`src/msp_regs.svh`:
```
// Register offsets, field positions, widths and reset values
`ifndef MSP_REGS_SVH
`define MSP_REGS_SVH
`define MSP_OFF_CTRL      12'h000
`define MSP_OFF_PERIOD    12'h004
`define MSP_OFF_OUTCFG    12'h008
`define MSP_OFF_MODE      12'h00c
`define MSP_OFF_STATUS    12'h010
`define MSP_OFF_PARAM     12'h020
`define MSP_PARAM_STRIDE  12'h008
`define MSP_CTRL_EN       0
`define MSP_CTRL_LD       1
`define MSP_CTRL_PIF      2
`define MSP_CTRL_PRE_LSB  8
`define MSP_OUTCFG_PP_LSB 8
`define MSP_STAT_RUN      16
`define MSP_MODE_W        3
`define MSP_RST_PERIOD    16'h0000
`define MSP_RST_PARAM     16'h0000
`define MSP_RST_PRE       8'h00
`define MSP_RST_MODE      3'h0
`endif

```
`src/msp_pkg.sv`:
```
// Types shared by the multi slice modulator
package msp_pkg;
    typedef enum logic [2:0] {
        MSP_LEFT   = 3'h0,
        MSP_RIGHT  = 3'h1,
        MSP_CENTER = 3'h2,
        MSP_VAR    = 3'h3,
        MSP_PULSE  = 3'h4,
        MSP_TOGGLE = 3'h5
    } msp_mode_e;
    typedef logic [15:0] msp_word_t;
endpackage : msp_pkg

```
`src/msp_pwm.sv`:
```
// Multi slice PWM with compare modes behind an APB slave
`timescale 1ns/1ps
`include "msp_regs.svh"

module msp_pwm
    import msp_pkg::*;
#(
    parameter int NUM_SLICES = 4
) (
    // Clock and reset
    input  wire logic                  ref_clk_in,
    input  wire logic                  sys_rst_in,
    // APB slave
    input  wire logic                  psel_in,
    input  wire logic                  penable_in,
    input  wire logic                  pwrite_in,
    input  wire logic [11:0]           paddr_in,
    input  wire logic [31:0]           pwdata_in,
    output logic      [31:0]           prdata_out,
    output logic                       pready_out,
    output logic                       pslverr_out,
    // Slice outputs
    output logic      [NUM_SLICES-1:0] slice_first_output_out,
    output logic      [NUM_SLICES-1:0] slice_second_output_out
);

    localparam int NS = NUM_SLICES;

    // Software registers
    logic                 en_r;
    logic                 buffer_load_request_r;
    logic                 period_interrupt_flag_r;
    logic [7:0]           prescale_r;
    msp_word_t            period_value_r;
    logic [NS-1:0]        first_output_invert_r;
    logic [NS-1:0]        second_output_invert_r;
    logic [NS-1:0]        push_pull_enable_r;
    logic [NS-1:0][2:0]   mode_r;
    msp_word_t [NS-1:0]   first_duty_parameter_r;
    msp_word_t [NS-1:0]   second_duty_parameter_r;
    // Working buffers
    msp_word_t            period_buf_r;
    msp_word_t [NS-1:0]   p1_buf_r;
    msp_word_t [NS-1:0]   p2_buf_r;
    // Time base
    logic                 en_d_r;
    logic [7:0]           pre_cnt_r;
    msp_word_t            timer_r;
    logic                 half_r;
    logic                 pp_phase_r;
    logic [NS-1:0]        var_r;
    logic [NS-1:0]        tog1_r;
    logic [NS-1:0]        tog2_r;
    logic [NS-1:0]        act1;
    logic [NS-1:0]        act2;
    logic                 tick;
    logic                 period_end;
    logic                 en_rise;
    // APB decode
    logic                 acc;
    logic                 wr;
    logic                 mapped;
    logic [31:0]          rd_val;

    assign acc = psel_in && penable_in;
    assign wr  = acc && pready_out && pwrite_in;

    // APB: one wait state, registered answer
    always_ff @(posedge ref_clk_in) begin
        if (sys_rst_in) begin
            pready_out  <= 1'b0;
            prdata_out  <= 32'h0;
            pslverr_out <= 1'b0;
        end else begin
            pready_out  <= acc && !pready_out;
            pslverr_out <= acc && !pready_out && !mapped;
            if (acc && !pready_out && !pwrite_in)
                prdata_out <= rd_val;
            else if (pready_out)
                prdata_out <= 32'h0;
        end
    end

    // Read mux and address map
    always_comb begin
        rd_val = 32'h0;
        mapped = 1'b1;
        case (paddr_in)
            `MSP_OFF_CTRL: begin
                rd_val[`MSP_CTRL_EN]  = en_r;
                rd_val[`MSP_CTRL_LD]  = buffer_load_request_r;
                rd_val[`MSP_CTRL_PIF] = period_interrupt_flag_r;
                rd_val[`MSP_CTRL_PRE_LSB +: 8] = prescale_r;
            end
            `MSP_OFF_PERIOD: rd_val[15:0] = period_value_r;
            `MSP_OFF_OUTCFG: begin
                for (int i = 0; i < NS; i++) begin
                    rd_val[2*i]   = first_output_invert_r[i];
                    rd_val[2*i+1] = second_output_invert_r[i];
                end
                rd_val[`MSP_OUTCFG_PP_LSB +: NS] = push_pull_enable_r;
            end
            `MSP_OFF_MODE: rd_val[3*NS-1:0] = mode_r;
            `MSP_OFF_STATUS: begin
                rd_val[15:0]          = timer_r;
                rd_val[`MSP_STAT_RUN] = en_r;
            end
            default: begin
                mapped = 1'b0;
                for (int i = 0; i < NS; i++) begin
                    if (paddr_in == `MSP_OFF_PARAM
                        + 12'(i) * `MSP_PARAM_STRIDE) begin
                        mapped       = 1'b1;
                        rd_val[15:0] = first_duty_parameter_r[i];
                    end
                    if (paddr_in == `MSP_OFF_PARAM + 12'h004
                        + 12'(i) * `MSP_PARAM_STRIDE) begin
                        mapped       = 1'b1;
                        rd_val[15:0] = second_duty_parameter_r[i];
                    end
                end
            end
        endcase
    end

    // Control register with sticky period flag
    always_ff @(posedge ref_clk_in) begin
        if (sys_rst_in) begin
            en_r                    <= 1'b0;
            buffer_load_request_r   <= 1'b0;
            period_interrupt_flag_r <= 1'b0;
            prescale_r              <= `MSP_RST_PRE;
        end else begin
            if (wr && paddr_in == `MSP_OFF_CTRL) begin
                en_r       <= pwdata_in[`MSP_CTRL_EN];
                prescale_r <= pwdata_in[`MSP_CTRL_PRE_LSB +: 8];
            end
            // Load request clears itself once serviced
            if (period_end)
                buffer_load_request_r <= 1'b0;
            else if (wr && paddr_in == `MSP_OFF_CTRL
                     && pwdata_in[`MSP_CTRL_LD])
                buffer_load_request_r <= 1'b1;
            // Set wins over write-one-to-clear
            if (period_end)
                period_interrupt_flag_r <= 1'b1;
            else if (wr && paddr_in == `MSP_OFF_CTRL
                     && pwdata_in[`MSP_CTRL_PIF])
                period_interrupt_flag_r <= 1'b0;
        end
    end

    // Period, output and mode registers
    always_ff @(posedge ref_clk_in) begin
        if (sys_rst_in) begin
            period_value_r         <= `MSP_RST_PERIOD;
            first_output_invert_r  <= '0;
            second_output_invert_r <= '0;
            push_pull_enable_r     <= '0;
            mode_r                 <= '0;
        end else if (wr) begin
            if (paddr_in == `MSP_OFF_PERIOD)
                period_value_r <= pwdata_in[15:0];
            if (paddr_in == `MSP_OFF_OUTCFG) begin
                for (int i = 0; i < NS; i++) begin
                    first_output_invert_r[i]  <= pwdata_in[2*i];
                    second_output_invert_r[i] <= pwdata_in[2*i+1];
                end
                push_pull_enable_r <= pwdata_in[`MSP_OUTCFG_PP_LSB +: NS];
            end
            if (paddr_in == `MSP_OFF_MODE)
                mode_r <= pwdata_in[3*NS-1:0];
        end
    end

    // Parameter registers
    always_ff @(posedge ref_clk_in) begin
        if (sys_rst_in) begin
            for (int i = 0; i < NS; i++) begin
                first_duty_parameter_r[i]  <= `MSP_RST_PARAM;
                second_duty_parameter_r[i] <= `MSP_RST_PARAM;
            end
        end else if (wr) begin
            for (int i = 0; i < NS; i++) begin
                if (paddr_in == `MSP_OFF_PARAM + 12'(i) * `MSP_PARAM_STRIDE)
                    first_duty_parameter_r[i] <= pwdata_in[15:0];
                if (paddr_in == `MSP_OFF_PARAM + 12'h004
                    + 12'(i) * `MSP_PARAM_STRIDE)
                    second_duty_parameter_r[i] <= pwdata_in[15:0];
            end
        end
    end

    assign en_rise    = en_r && !en_d_r;
    assign tick       = en_r && (pre_cnt_r >= prescale_r);
    assign period_end = tick && (timer_r == period_buf_r);

    // Double buffers
    always_ff @(posedge ref_clk_in) begin
        if (sys_rst_in) begin
            en_d_r       <= 1'b0;
            period_buf_r <= `MSP_RST_PERIOD;
            p1_buf_r     <= '0;
            p2_buf_r     <= '0;
        end else begin
            en_d_r <= en_r;
            if (en_rise || (period_end && buffer_load_request_r)) begin
                period_buf_r <= period_value_r;
                p1_buf_r     <= first_duty_parameter_r;
                p2_buf_r     <= second_duty_parameter_r;
            end
        end
    end

    // Prescaler, period timer, center half and push-pull phase
    always_ff @(posedge ref_clk_in) begin
        if (sys_rst_in || !en_r) begin
            pre_cnt_r  <= 8'h00;
            timer_r    <= 16'h0000;
            half_r     <= 1'b0;
            pp_phase_r <= 1'b0;
        end else begin
            pre_cnt_r <= tick ? 8'h00 : pre_cnt_r + 8'h01;
            if (period_end) begin
                timer_r    <= 16'h0000;
                half_r     <= !half_r;
                pp_phase_r <= !pp_phase_r;
            end else if (tick) begin
                timer_r <= timer_r + 16'h0001;
            end
        end
    end

    // Per-slice waveform logic
    for (genvar s = 0; s < NS; s++) begin : g_slice
        msp_mode_e   mode;
        logic        m1;
        logic        m2;
        logic [17:0] cpos;
        logic [17:0] cmid;
        logic [17:0] q1;
        logic [17:0] q2;
        logic        pp;

        assign mode = msp_mode_e'(mode_r[s]);
        assign m1   = timer_r == p1_buf_r[s];
        assign m2   = timer_r == p2_buf_r[s];
        assign cmid = {2'b00, period_buf_r} + 18'h1;
        assign cpos = half_r ? {2'b00, timer_r} + cmid
                             : {2'b00, timer_r};
        assign q1   = {2'b00, p1_buf_r[s]};
        assign q2   = {2'b00, p2_buf_r[s]};
        assign pp   = push_pull_enable_r[s]
                      && (mode == MSP_LEFT || mode == MSP_RIGHT);

        always_comb begin
            act1[s] = 1'b0;
            act2[s] = 1'b0;
            case (mode)
                MSP_LEFT: begin
                    act1[s] = timer_r < p1_buf_r[s];
                    act2[s] = timer_r < p2_buf_r[s];
                end
                MSP_RIGHT: begin
                    act1[s] = ({2'b00, timer_r} + q1) >= cmid;
                    act2[s] = ({2'b00, timer_r} + q2) >= cmid;
                end
                MSP_CENTER: begin
                    act1[s] = (cpos + q1 >= cmid)
                              && (cpos < cmid + q1);
                    act2[s] = (cpos + q2 >= cmid) && (cpos < cmid + q2);
                end
                MSP_VAR: begin
                    act1[s] = m1 ? 1'b1 : (m2 ? 1'b0 : var_r[s]);
                    act2[s] = act1[s];
                end
                MSP_PULSE: begin
                    act1[s] = m1;
                    act2[s] = m2;
                end
                MSP_TOGGLE: begin
                    act1[s] = tog1_r[s] ^ m1;
                    act2[s] = tog2_r[s] ^ m2;
                end
                default: begin
                    act1[s] = 1'b0;
                    act2[s] = 1'b0;
                end
            endcase
            // Alternate periods; over-range parameter fills its period
            if (pp) begin
                act1[s] = act1[s] && !pp_phase_r;
                act2[s] = act2[s] && pp_phase_r;
            end
        end

        // Match-driven state for variable and toggled modes
        always_ff @(posedge ref_clk_in) begin
            if (sys_rst_in || !en_r) begin
                var_r[s]  <= 1'b0;
                tog1_r[s] <= 1'b0;
                tog2_r[s] <= 1'b0;
            end else if (tick) begin
                var_r[s] <= act1[s];
                if (m1)
                    tog1_r[s] <= !tog1_r[s];
                if (m2)
                    tog2_r[s] <= !tog2_r[s];
            end
        end

        // Output stage with polarity applied except in reset, where both outputs are 0
        always_ff @(posedge ref_clk_in) begin
            if (sys_rst_in) begin
                slice_first_output_out[s]  <= 1'b0;
                slice_second_output_out[s] <= 1'b0;
            end else begin
                slice_first_output_out[s]  <= (en_r && act1[s])
                    ^ first_output_invert_r[s];
                slice_second_output_out[s] <= (en_r && act2[s])
                    ^ second_output_invert_r[s];
            end
        end
    end

endmodule : msp_pwm

```
`config.mk`:
```
export PLATFORM = sky130hd
export DESIGN_NAME = msp_pwm
export DESIGN_NICKNAME = d
export VERILOG_FILES = /design/src/msp_pkg.sv /design/src/msp_pwm.sv
export VERILOG_INCLUDE_DIRS = /design/src
export SDC_FILE = /design/constraint.sdc
export NUM_CORES = 2
export LEC_CHECK = 0
export BUFFER_PORTS_ARGS = -buffer_cell sky130_fd_sc_hd__buf_2
export CAP_MARGIN = 20
export CORE_ASPECT_RATIO = 1.4
export CORE_UTILIZATION = 43
export DETAILED_ROUTE_END_ITERATION = 10
export PLACE_DENSITY_LB_ADDON = 0.1
export SLEW_MARGIN = 20
export SYNTH_ARGS = -nofsm -noshare
export SYNTH_HDL_FRONTEND = slang
export SYNTH_SLANG_ARGS = --single-unit
```
`constraint.sdc`:
```
create_clock -name ref_clk_in -period 19.8 [get_ports ref_clk_in]
set_clock_uncertainty 0.2 [all_clocks]
set_input_delay 0.99 -clock ref_clk_in [delete_from_list [all_inputs] [get_ports ref_clk_in]]
set_output_delay 0.99 -clock ref_clk_in [all_outputs]
set_load 0.02 [all_outputs]
```
* Word level (Yosys, flattened, before mapping)
Index checks and enable logic that the tools add are counted.
** Word-level totals
- Flip-flop bits (word level) :: 389
** Operators by class
- Add/subtract/negate cells :: 28
- $lt $le $gt $ge :: 33
- Equality and inequality tests :: 41
- Muxes and demuxes :: 51
- Bitwise gates (word level) :: 16
- Reductions and logical operators :: 93
** Operators by type and width (count)
- 18-bit by 16-bit adder with 18-bit output :: 14
- 16-bit == test :: 9
- 18-bit < comparator :: 8
- 16-bit by 16-bit adder with 17-bit output :: 8
- 16-bit < comparator :: 8
- 16-bit 2-to-1 mux :: 8
- 17-bit by 18-bit >= comparator with 1-bit output :: 6
- 18-bit >= comparator :: 6
- 12-bit by 6-bit == test with 1-bit output (second input constant) :: 8
- 1-bit one-hot mux with 6 select lines :: 8
- 1-bit logical AND :: 41
- 2-bit AND reduction :: 19
- 17-bit by 16-bit adder with 18-bit output :: 2
- 18-bit by 17-bit >= comparator with 1-bit output :: 2
- 17-bit >= comparator :: 2
- 17-bit 2-to-1 mux :: 2
- 1-bit 2-to-1 mux :: 28
- 5-bit one-hot mux with 5 select lines :: 1
- 12-bit by 4-bit == test with 1-bit output (second input constant) :: 2
- 3-bit by 2-bit == test with 1-bit output (second input constant) :: 8
- 3-bit == test (second input constant) :: 8
- 4-bit one-hot mux with 5 select lines :: 1
- 16-bit by 17-bit adder with 18-bit output :: 1
- 18-bit 2-to-1 mux :: 1
- other kinds (17) :: 61

* Depth between registers and ports, before layout
- Depth after elaboration :: 12
- Mapped depth :: 32
- Depth with buffers taken out :: 31

* Worst setup path before layout
No wires, ideal clock.
- Kind :: flip-flop to flip-flop
- Start point :: register period_buf_r[2]
- End point :: register slice_first_output_out[2]
- Arrival :: 7.117 ns
- Data required time :: 19.479 ns
- Setup slack :: 12.362 ns
- Stages on the path, launching flop included :: 28
- Buffers on the path :: 1
- Cells stage by stage :: dfxtp_1 > buf_2 > and4_4 > nand2_1 > nor2_1 > nand3_1 > nor2_1 > nand2_1 > xnor2_1 > ha_1 > and2_1 > o2111ai_1 > a31oi_1 > nor2_1 > o21ai_0 > o31ai_1 > ha_1 > a21o_1 > a311oi_1 > nor2_1 > xnor2_1 > ha_1 > and4_1 > a311o_1 > a211oi_1 > a31oi_1 > nand3_1 > mux2_4
** Between the ends
- Word-level cells in the longest chain between the ends :: 11
- Elaborated cells on any way between the ends :: 14
- Those cells by class :: 4 x add/sub; 3 x order compare; 3 x mux; 1 x bitwise; 3 x reduce/logical
** Ends and longest elaborated chain
- from (decl) :: RTL line msp_pwm.sv:42 : msp_word_t period_buf_r;
- from (signal assigned) :: RTL line msp_pwm.sv:202 : period_buf_r <= `MSP_RST_PERIOD;
- from (signal assigned) :: RTL line msp_pwm.sv:208 : period_buf_r <= period_value_r;
- 16-bit by 1-bit adder with 17-bit output (*) :: RTL line msp_pwm.sv:248 : assign cmid = {2'b00, period_buf_r} + 18'h1;
- 16-bit by 17-bit adder with 18-bit output :: RTL line msp_pwm.sv:249 : assign cpos = half_r ? {2'b00, timer_r} + cmid
- 18-bit 2-to-1 mux :: RTL line msp_pwm.sv:249
- 18-bit by 16-bit adder with 18-bit output :: RTL line msp_pwm.sv:269 : act1[s] = (cpos + q1 >= cmid)
- 18-bit >= comparator :: RTL line msp_pwm.sv:269
- 1-bit logical AND :: RTL line msp_pwm.sv:270 : && (cpos < cmid + q1);
- 1-bit one-hot mux with 6 select lines (*) :: RTL line msp_pwm.sv:259 : case (mode)
- 1-bit logical AND :: RTL line msp_pwm.sv:292 : act1[s] = act1[s] && !pp_phase_r;
- 1-bit 2-to-1 mux (*) :: RTL line msp_pwm.sv:291 : if (pp) begin
- 1-bit logical AND (*) :: RTL line msp_pwm.sv:318 : slice_first_output_out[s] <= (en_r && act1[s])
- 1-bit XOR (*) :: RTL line msp_pwm.sv:319 : ^ first_output_invert_r[s];
- to (signal, indexed assignment) :: RTL line msp_pwm.sv:318
- to (decl) :: RTL line msp_pwm.sv:23 : output logic [NUM_SLICES-1:0] slice_first_output_out,
Mark *: on every way between the ends. The rest lies on a longest branch, timed or not.
A chain may end at the register's enable or synchronous reset.

* Final worst setup path
- Start point :: register period_buf_r[3]
- End point :: register slice_second_output_out[3]
** Between the ends
- Word-level cells in the longest chain between the ends :: 11
- Elaborated cells on any way between the ends :: 14
- Those cells by class :: 4 x add/sub; 3 x order compare; 3 x mux; 1 x bitwise; 3 x reduce/logical
** Ends and longest elaborated chain
- 16-bit by 1-bit adder with 17-bit output (*) :: RTL line msp_pwm.sv:248
- 16-bit by 17-bit adder with 18-bit output :: RTL line msp_pwm.sv:249
- 18-bit 2-to-1 mux :: RTL line msp_pwm.sv:249
- 18-bit by 16-bit adder with 18-bit output :: RTL line msp_pwm.sv:271 : act2[s] = (cpos + q2 >= cmid) && (cpos < cmid + q2);
- 18-bit by 17-bit >= comparator with 1-bit output :: RTL line msp_pwm.sv:271
- 1-bit logical AND :: RTL line msp_pwm.sv:271
- 1-bit one-hot mux with 6 select lines (*) :: RTL line msp_pwm.sv:259
- 1-bit logical AND :: RTL line msp_pwm.sv:293 : act2[s] = act2[s] && pp_phase_r;
- 1-bit 2-to-1 mux (*) :: RTL line msp_pwm.sv:291
- 1-bit logical AND (*) :: RTL line msp_pwm.sv:320 : slice_second_output_out[s] <= (en_r && act2[s])
- 1-bit XOR (*) :: RTL line msp_pwm.sv:321 : ^ second_output_invert_r[s];
- to (signal, indexed assignment) :: RTL line msp_pwm.sv:320
- to (decl) :: RTL line msp_pwm.sv:24 : output logic [NUM_SLICES-1:0] slice_second_output_out
Marked as above.

==> results.md <==
Status:
- The run finished with clean final reports.

STA:
- The setup TNS is 0 ns.
- Final hold analysis gives a worst-case slack of 0.2501 ns.
- The post-layout minimum cycle time is 8.263 ns.
- The relative max-transition margin is 21.07%.
- The maximum clock rate is 121.0 MHz.
- The worst-margin pin slew is 1.184 ns.
- Setup repair after global routing left no endpoint under its margin.
- The final critical-path share of the clock period is 41.73%.
- The number of setup violations in the final report is 0.
- The count of endpoints failing hold in the final timing report was 0.
- The max-slew violation count is 0.

GRT:
- The pin count of the biggest net entering global routing is 98.
- The initial antenna violation count is 5.
- The first global-routing pass estimated 274.8 mm of wire.
- The number of global-route vias before repair is 41049.
- The overall global routing resource usage is 34.86%.
- The remaining global-route overflow is 0.

Floorplanning:
- The I/O pin total is 91.
- The area of the die is 107600 um2.
- The starting utilization of the core area is 43.31%.
- The floorplan has 141 rows.
- The horizontal die dimension is 277.5 um.
- The total area inside the core boundary comes to 105500 um2.
- The die is 387.7 um tall.

Yosys:
- The synthesized netlist devotes 16.98% of its cell area to simple gates.
- Of the post-synthesis cell area, the part taken by muxes is 4.193%.
- The fraction of synthesis flops using an asynchronous set or reset pin is 0%.
- After synthesis, flip-flops and latches occupy 17.04% of the total area.
- The post-synthesis compound-gate area fraction is 21.82%.
- The unique cell type count in the Yosys netlist is 86.
- The count of warnings emitted by yosys is 0.
- The post-synthesis xor/xnor area fraction is 7.706%.
- After synthesis, the largest area contributor takes up 26.65% of total cell area.
- The most used flip-flop cell after synthesis is dfxtp_1.
- The adder and majority cell fraction of the synthesized area is 27.74%.
- The number of flops mapped to enable cells by yosys is 0.
- The mapped netlist covers 45690 um2.
- The largest family of logic cells by synthesized area is adder cells.
- Yosys attributes the largest share of cell area to ha_1, dfxtp_1, a21oi_1, xnor2_1, nand2_1.
- The flop and latch count out of synthesis is 389.
- Dividing the synthesized area by the synthesized cell count gives 7.986 um2.
- Counting instances in the post-synthesis netlist gives the leading cell types as ha_1, nand2_1, a21oi_1.
- The cell accounting for the most synthesized area is ha_1.
- The number of instances in the synthesized netlist is 5721.
- The most frequently used cell type in the post-synthesis netlist is ha_1.

Clocking:
- The post-CTS setup buffer count is 0.
- The clock tree from TritonCTS is yes.
- The cell sitting at the root of the clock tree is a clkbuf_16.
- After clock tree synthesis, the repair step resized 0 gates.
- The number of buffers between clock root and the deepest sink is 3.
- The number of sinks on the clock net is 389.
- Clock tree synthesis inserted a total of 46 buffers.
- The maximum level of the CTS H-tree is 2.
- After clock tree synthesis, the clock-pin slew on the worst setup and hold paths is 0.06 ns.
- The number of hold buffers added after CTS was 0.
- The clock latency on the worst-skew pair is 0.61 ns.

Setup path:
- Data on the critical path arrives at its endpoint at 8.53 ns.
- STA puts the critical path data required time at 20.06 ns.
- Of all nets on the critical path, the largest fanout is 16.
- The start-to-end type of the worst setup path is reg2reg.
- Across all register-to-register paths, the minimum setup slack is 11.54 ns.
- The kind of cell adding the most delay to the critical path is simple AND/OR/NAND/NOR gates.
- The largest single stage delay on the critical path is 1.00 ns.
- The sort of element at the end of the critical path is a register.
- STA classifies the critical path startpoint as a register.
- The worst-path cell with the longest stage delay is a211oi_1.
- The buffer and inverter count on the worst path is 3.

Route:
- The first routing iteration left 3781 violations.
- The final layout contains routed wiring with a total length of 191.9 mm.
- The final routed DRC violation total is 0.
- Once detail routing completed, the nets flagged for antenna violations numbered 0.
- The count of vias placed by the detailed router is 43707.
- Dividing the detail-routed wire length by the instance count gives 26.75 um.
- After detailed routing, the number of vias per cell comes to 6.093.
- Before antenna repair, the detailed router went through 7 iterations.

Power:
- The peak supply drop is 0.07926 mV.
- The analysis attributes to cell leakage a power of 0.02437 uW.
- Dividing total power by cell area gives a power density of 34.97 nW/um2.
- The overall power consumption is 1736 uW.

Placement:
- At the end of routability-driven placement, the weighted congestion stood at 0.9855.
- The instance count after placement with tap cells included is 7084.
- Input and output buffers added on the ports amount to 59.
- The detailed placer's ending HPWL is 142.8 mm.

Hold path:
- The path class of the tightest hold or removal check is reg2reg.

Finish:
- The net count of the finished layout is 6822.
- The fraction of layout cells with a size suffix above 1 is 5.937%.
- The synthesis-to-layout area growth is 8.654%.
- The non-filler instance count after layout is 7173.
- The fill cell instance count of the final layout is 10639.

Run:
- Max-cap violations in this run came to 0.
[stage by stage]
step	area [um2]	util, %	worst slack [ns]
6_report	49640	47.06	11.54
5_1_grt	49640	47.05	11.22
4_1_cts	49610	47.02	11.72
3_5_place_dp	48020	45.51	11.77
3_3_place_gp	48020	45.51	11.77
2_1_floorplan	45740	-	12.36
[cells in the final DEF (no fill, tap or decap), types with 56 or more instances in the layout]
| cell | instances |
|---|---|
| ha_1 | 973 |
| o21bai_1 | 59 |
| nand2_1 | 577 |
| nand3_1 | 113 |
| dfxtp_1 | 387 |
| xnor2_1 | 246 |
| a21oi_1 | 562 |
| nor2_1 | 459 |
| mux2i_1 | 154 |
| inv_1 | 339 |
| buf_2 | 58 |
| nand2b_1 | 65 |
| a21o_1 | 133 |
| buf_4 | 111 |
| nor2b_1 | 81 |
| o21ai_0 | 243 |
| xor2_1 | 145 |
| a211oi_1 | 88 |
| nand4_1 | 63 |
| or3_1 | 56 |
| nor3_1 | 93 |
[path summary, 6_finish.rpt]
path / from / to / cells after the start
worst max-delay path: period_buf_r[3]$_SDFFE_PP0P_ / slice_second_output_out[3]$_SDFF_PP0_ / 32
worst min-delay path: prdata_out[7]$_SDFFE_PP0P_ / prdata_out[7]$_SDFFE_PP0P_ / 2
worst max register to register: period_buf_r[3]$_SDFFE_PP0P_ / slice_second_output_out[3]$_SDFF_PP0_ / 32
worst min register to register: prdata_out[7]$_SDFFE_PP0P_ / prdata_out[7]$_SDFFE_PP0P_ / 2
[worst min-delay path, stage by stage (launching register included)]
cell and delay (ns):
dfxtp_1 0.31, nand2_1 0.05, nand2_1 0.04
[report_power, final]
| group | total [uW] | leakage [uW] | switching (uW) | internal, uW |
|---|---|---|---|---|
| sequential | 783 | 0.00313 | 0.241 | 783 |
| clock | 908 | 0.000784 | 376 | 532 |
| combinational | 44.9 | 0.0205 | 38.3 | 6.58 |
| total | 1740 | 0.0244 | 415 | 1320 |
[registers in the layout, summed over array words and instances (netlist names), 8 cells and up]
signal,cells
g_slice.q1,64
prdata_out,17
second_duty_parameter_r,64
period_value_r,16
g_slice.mode,12
period_buf_r,16
prescale_r,8
pre_cnt_r,8
timer_r,16
g_slice.q2,64
first_duty_parameter_r,64
[logic make-up after synthesis]
family | after synthesis
AO/OA/AOI/OAI | 1543
flip-flops | 389
XOR/XNOR | 402
buffers and inverters | 528
AND/OR/NAND/NOR | 1680
multiplexers | 180
other | 1
adder cells (fa/ha/maj) | 998
[layer usage]
layer | wire, um | part of all wire [%] | vias to the layer above | GRT usage, %
met3 | 13880 | 7.2 | 543 | 5.302
met1 | 76390 | 40 | 20656 | 41.97
met5 | 27 | 0.014 | - | 0
li1 | - | - | 20777 | -
met2 | 84350 | 44 | 1727 | 56.10
met4 | 17190 | 9.0 | 4 | 25.81
[cell type report]
| class | count | area [um2] | share of cell area (%) |
|---|---|---|---|
| antenna | 4 | 10.01 | 0.02016 |
| clock buffer | 57 | 1252 | 2.523 |
| clock inverter | 27 | 339.1 | 0.6830 |
| inverter | 349 | 1313 | 2.644 |
| multi-input combinational | 4818 | 36090 | 72.70 |
| sequential | 389 | 7790 | 15.69 |
| tap | 1358 | 1699 | 3.423 |
| timing repair buffer | 171 | 1150 | 2.316 |
(Power assumes the default switching activity.)
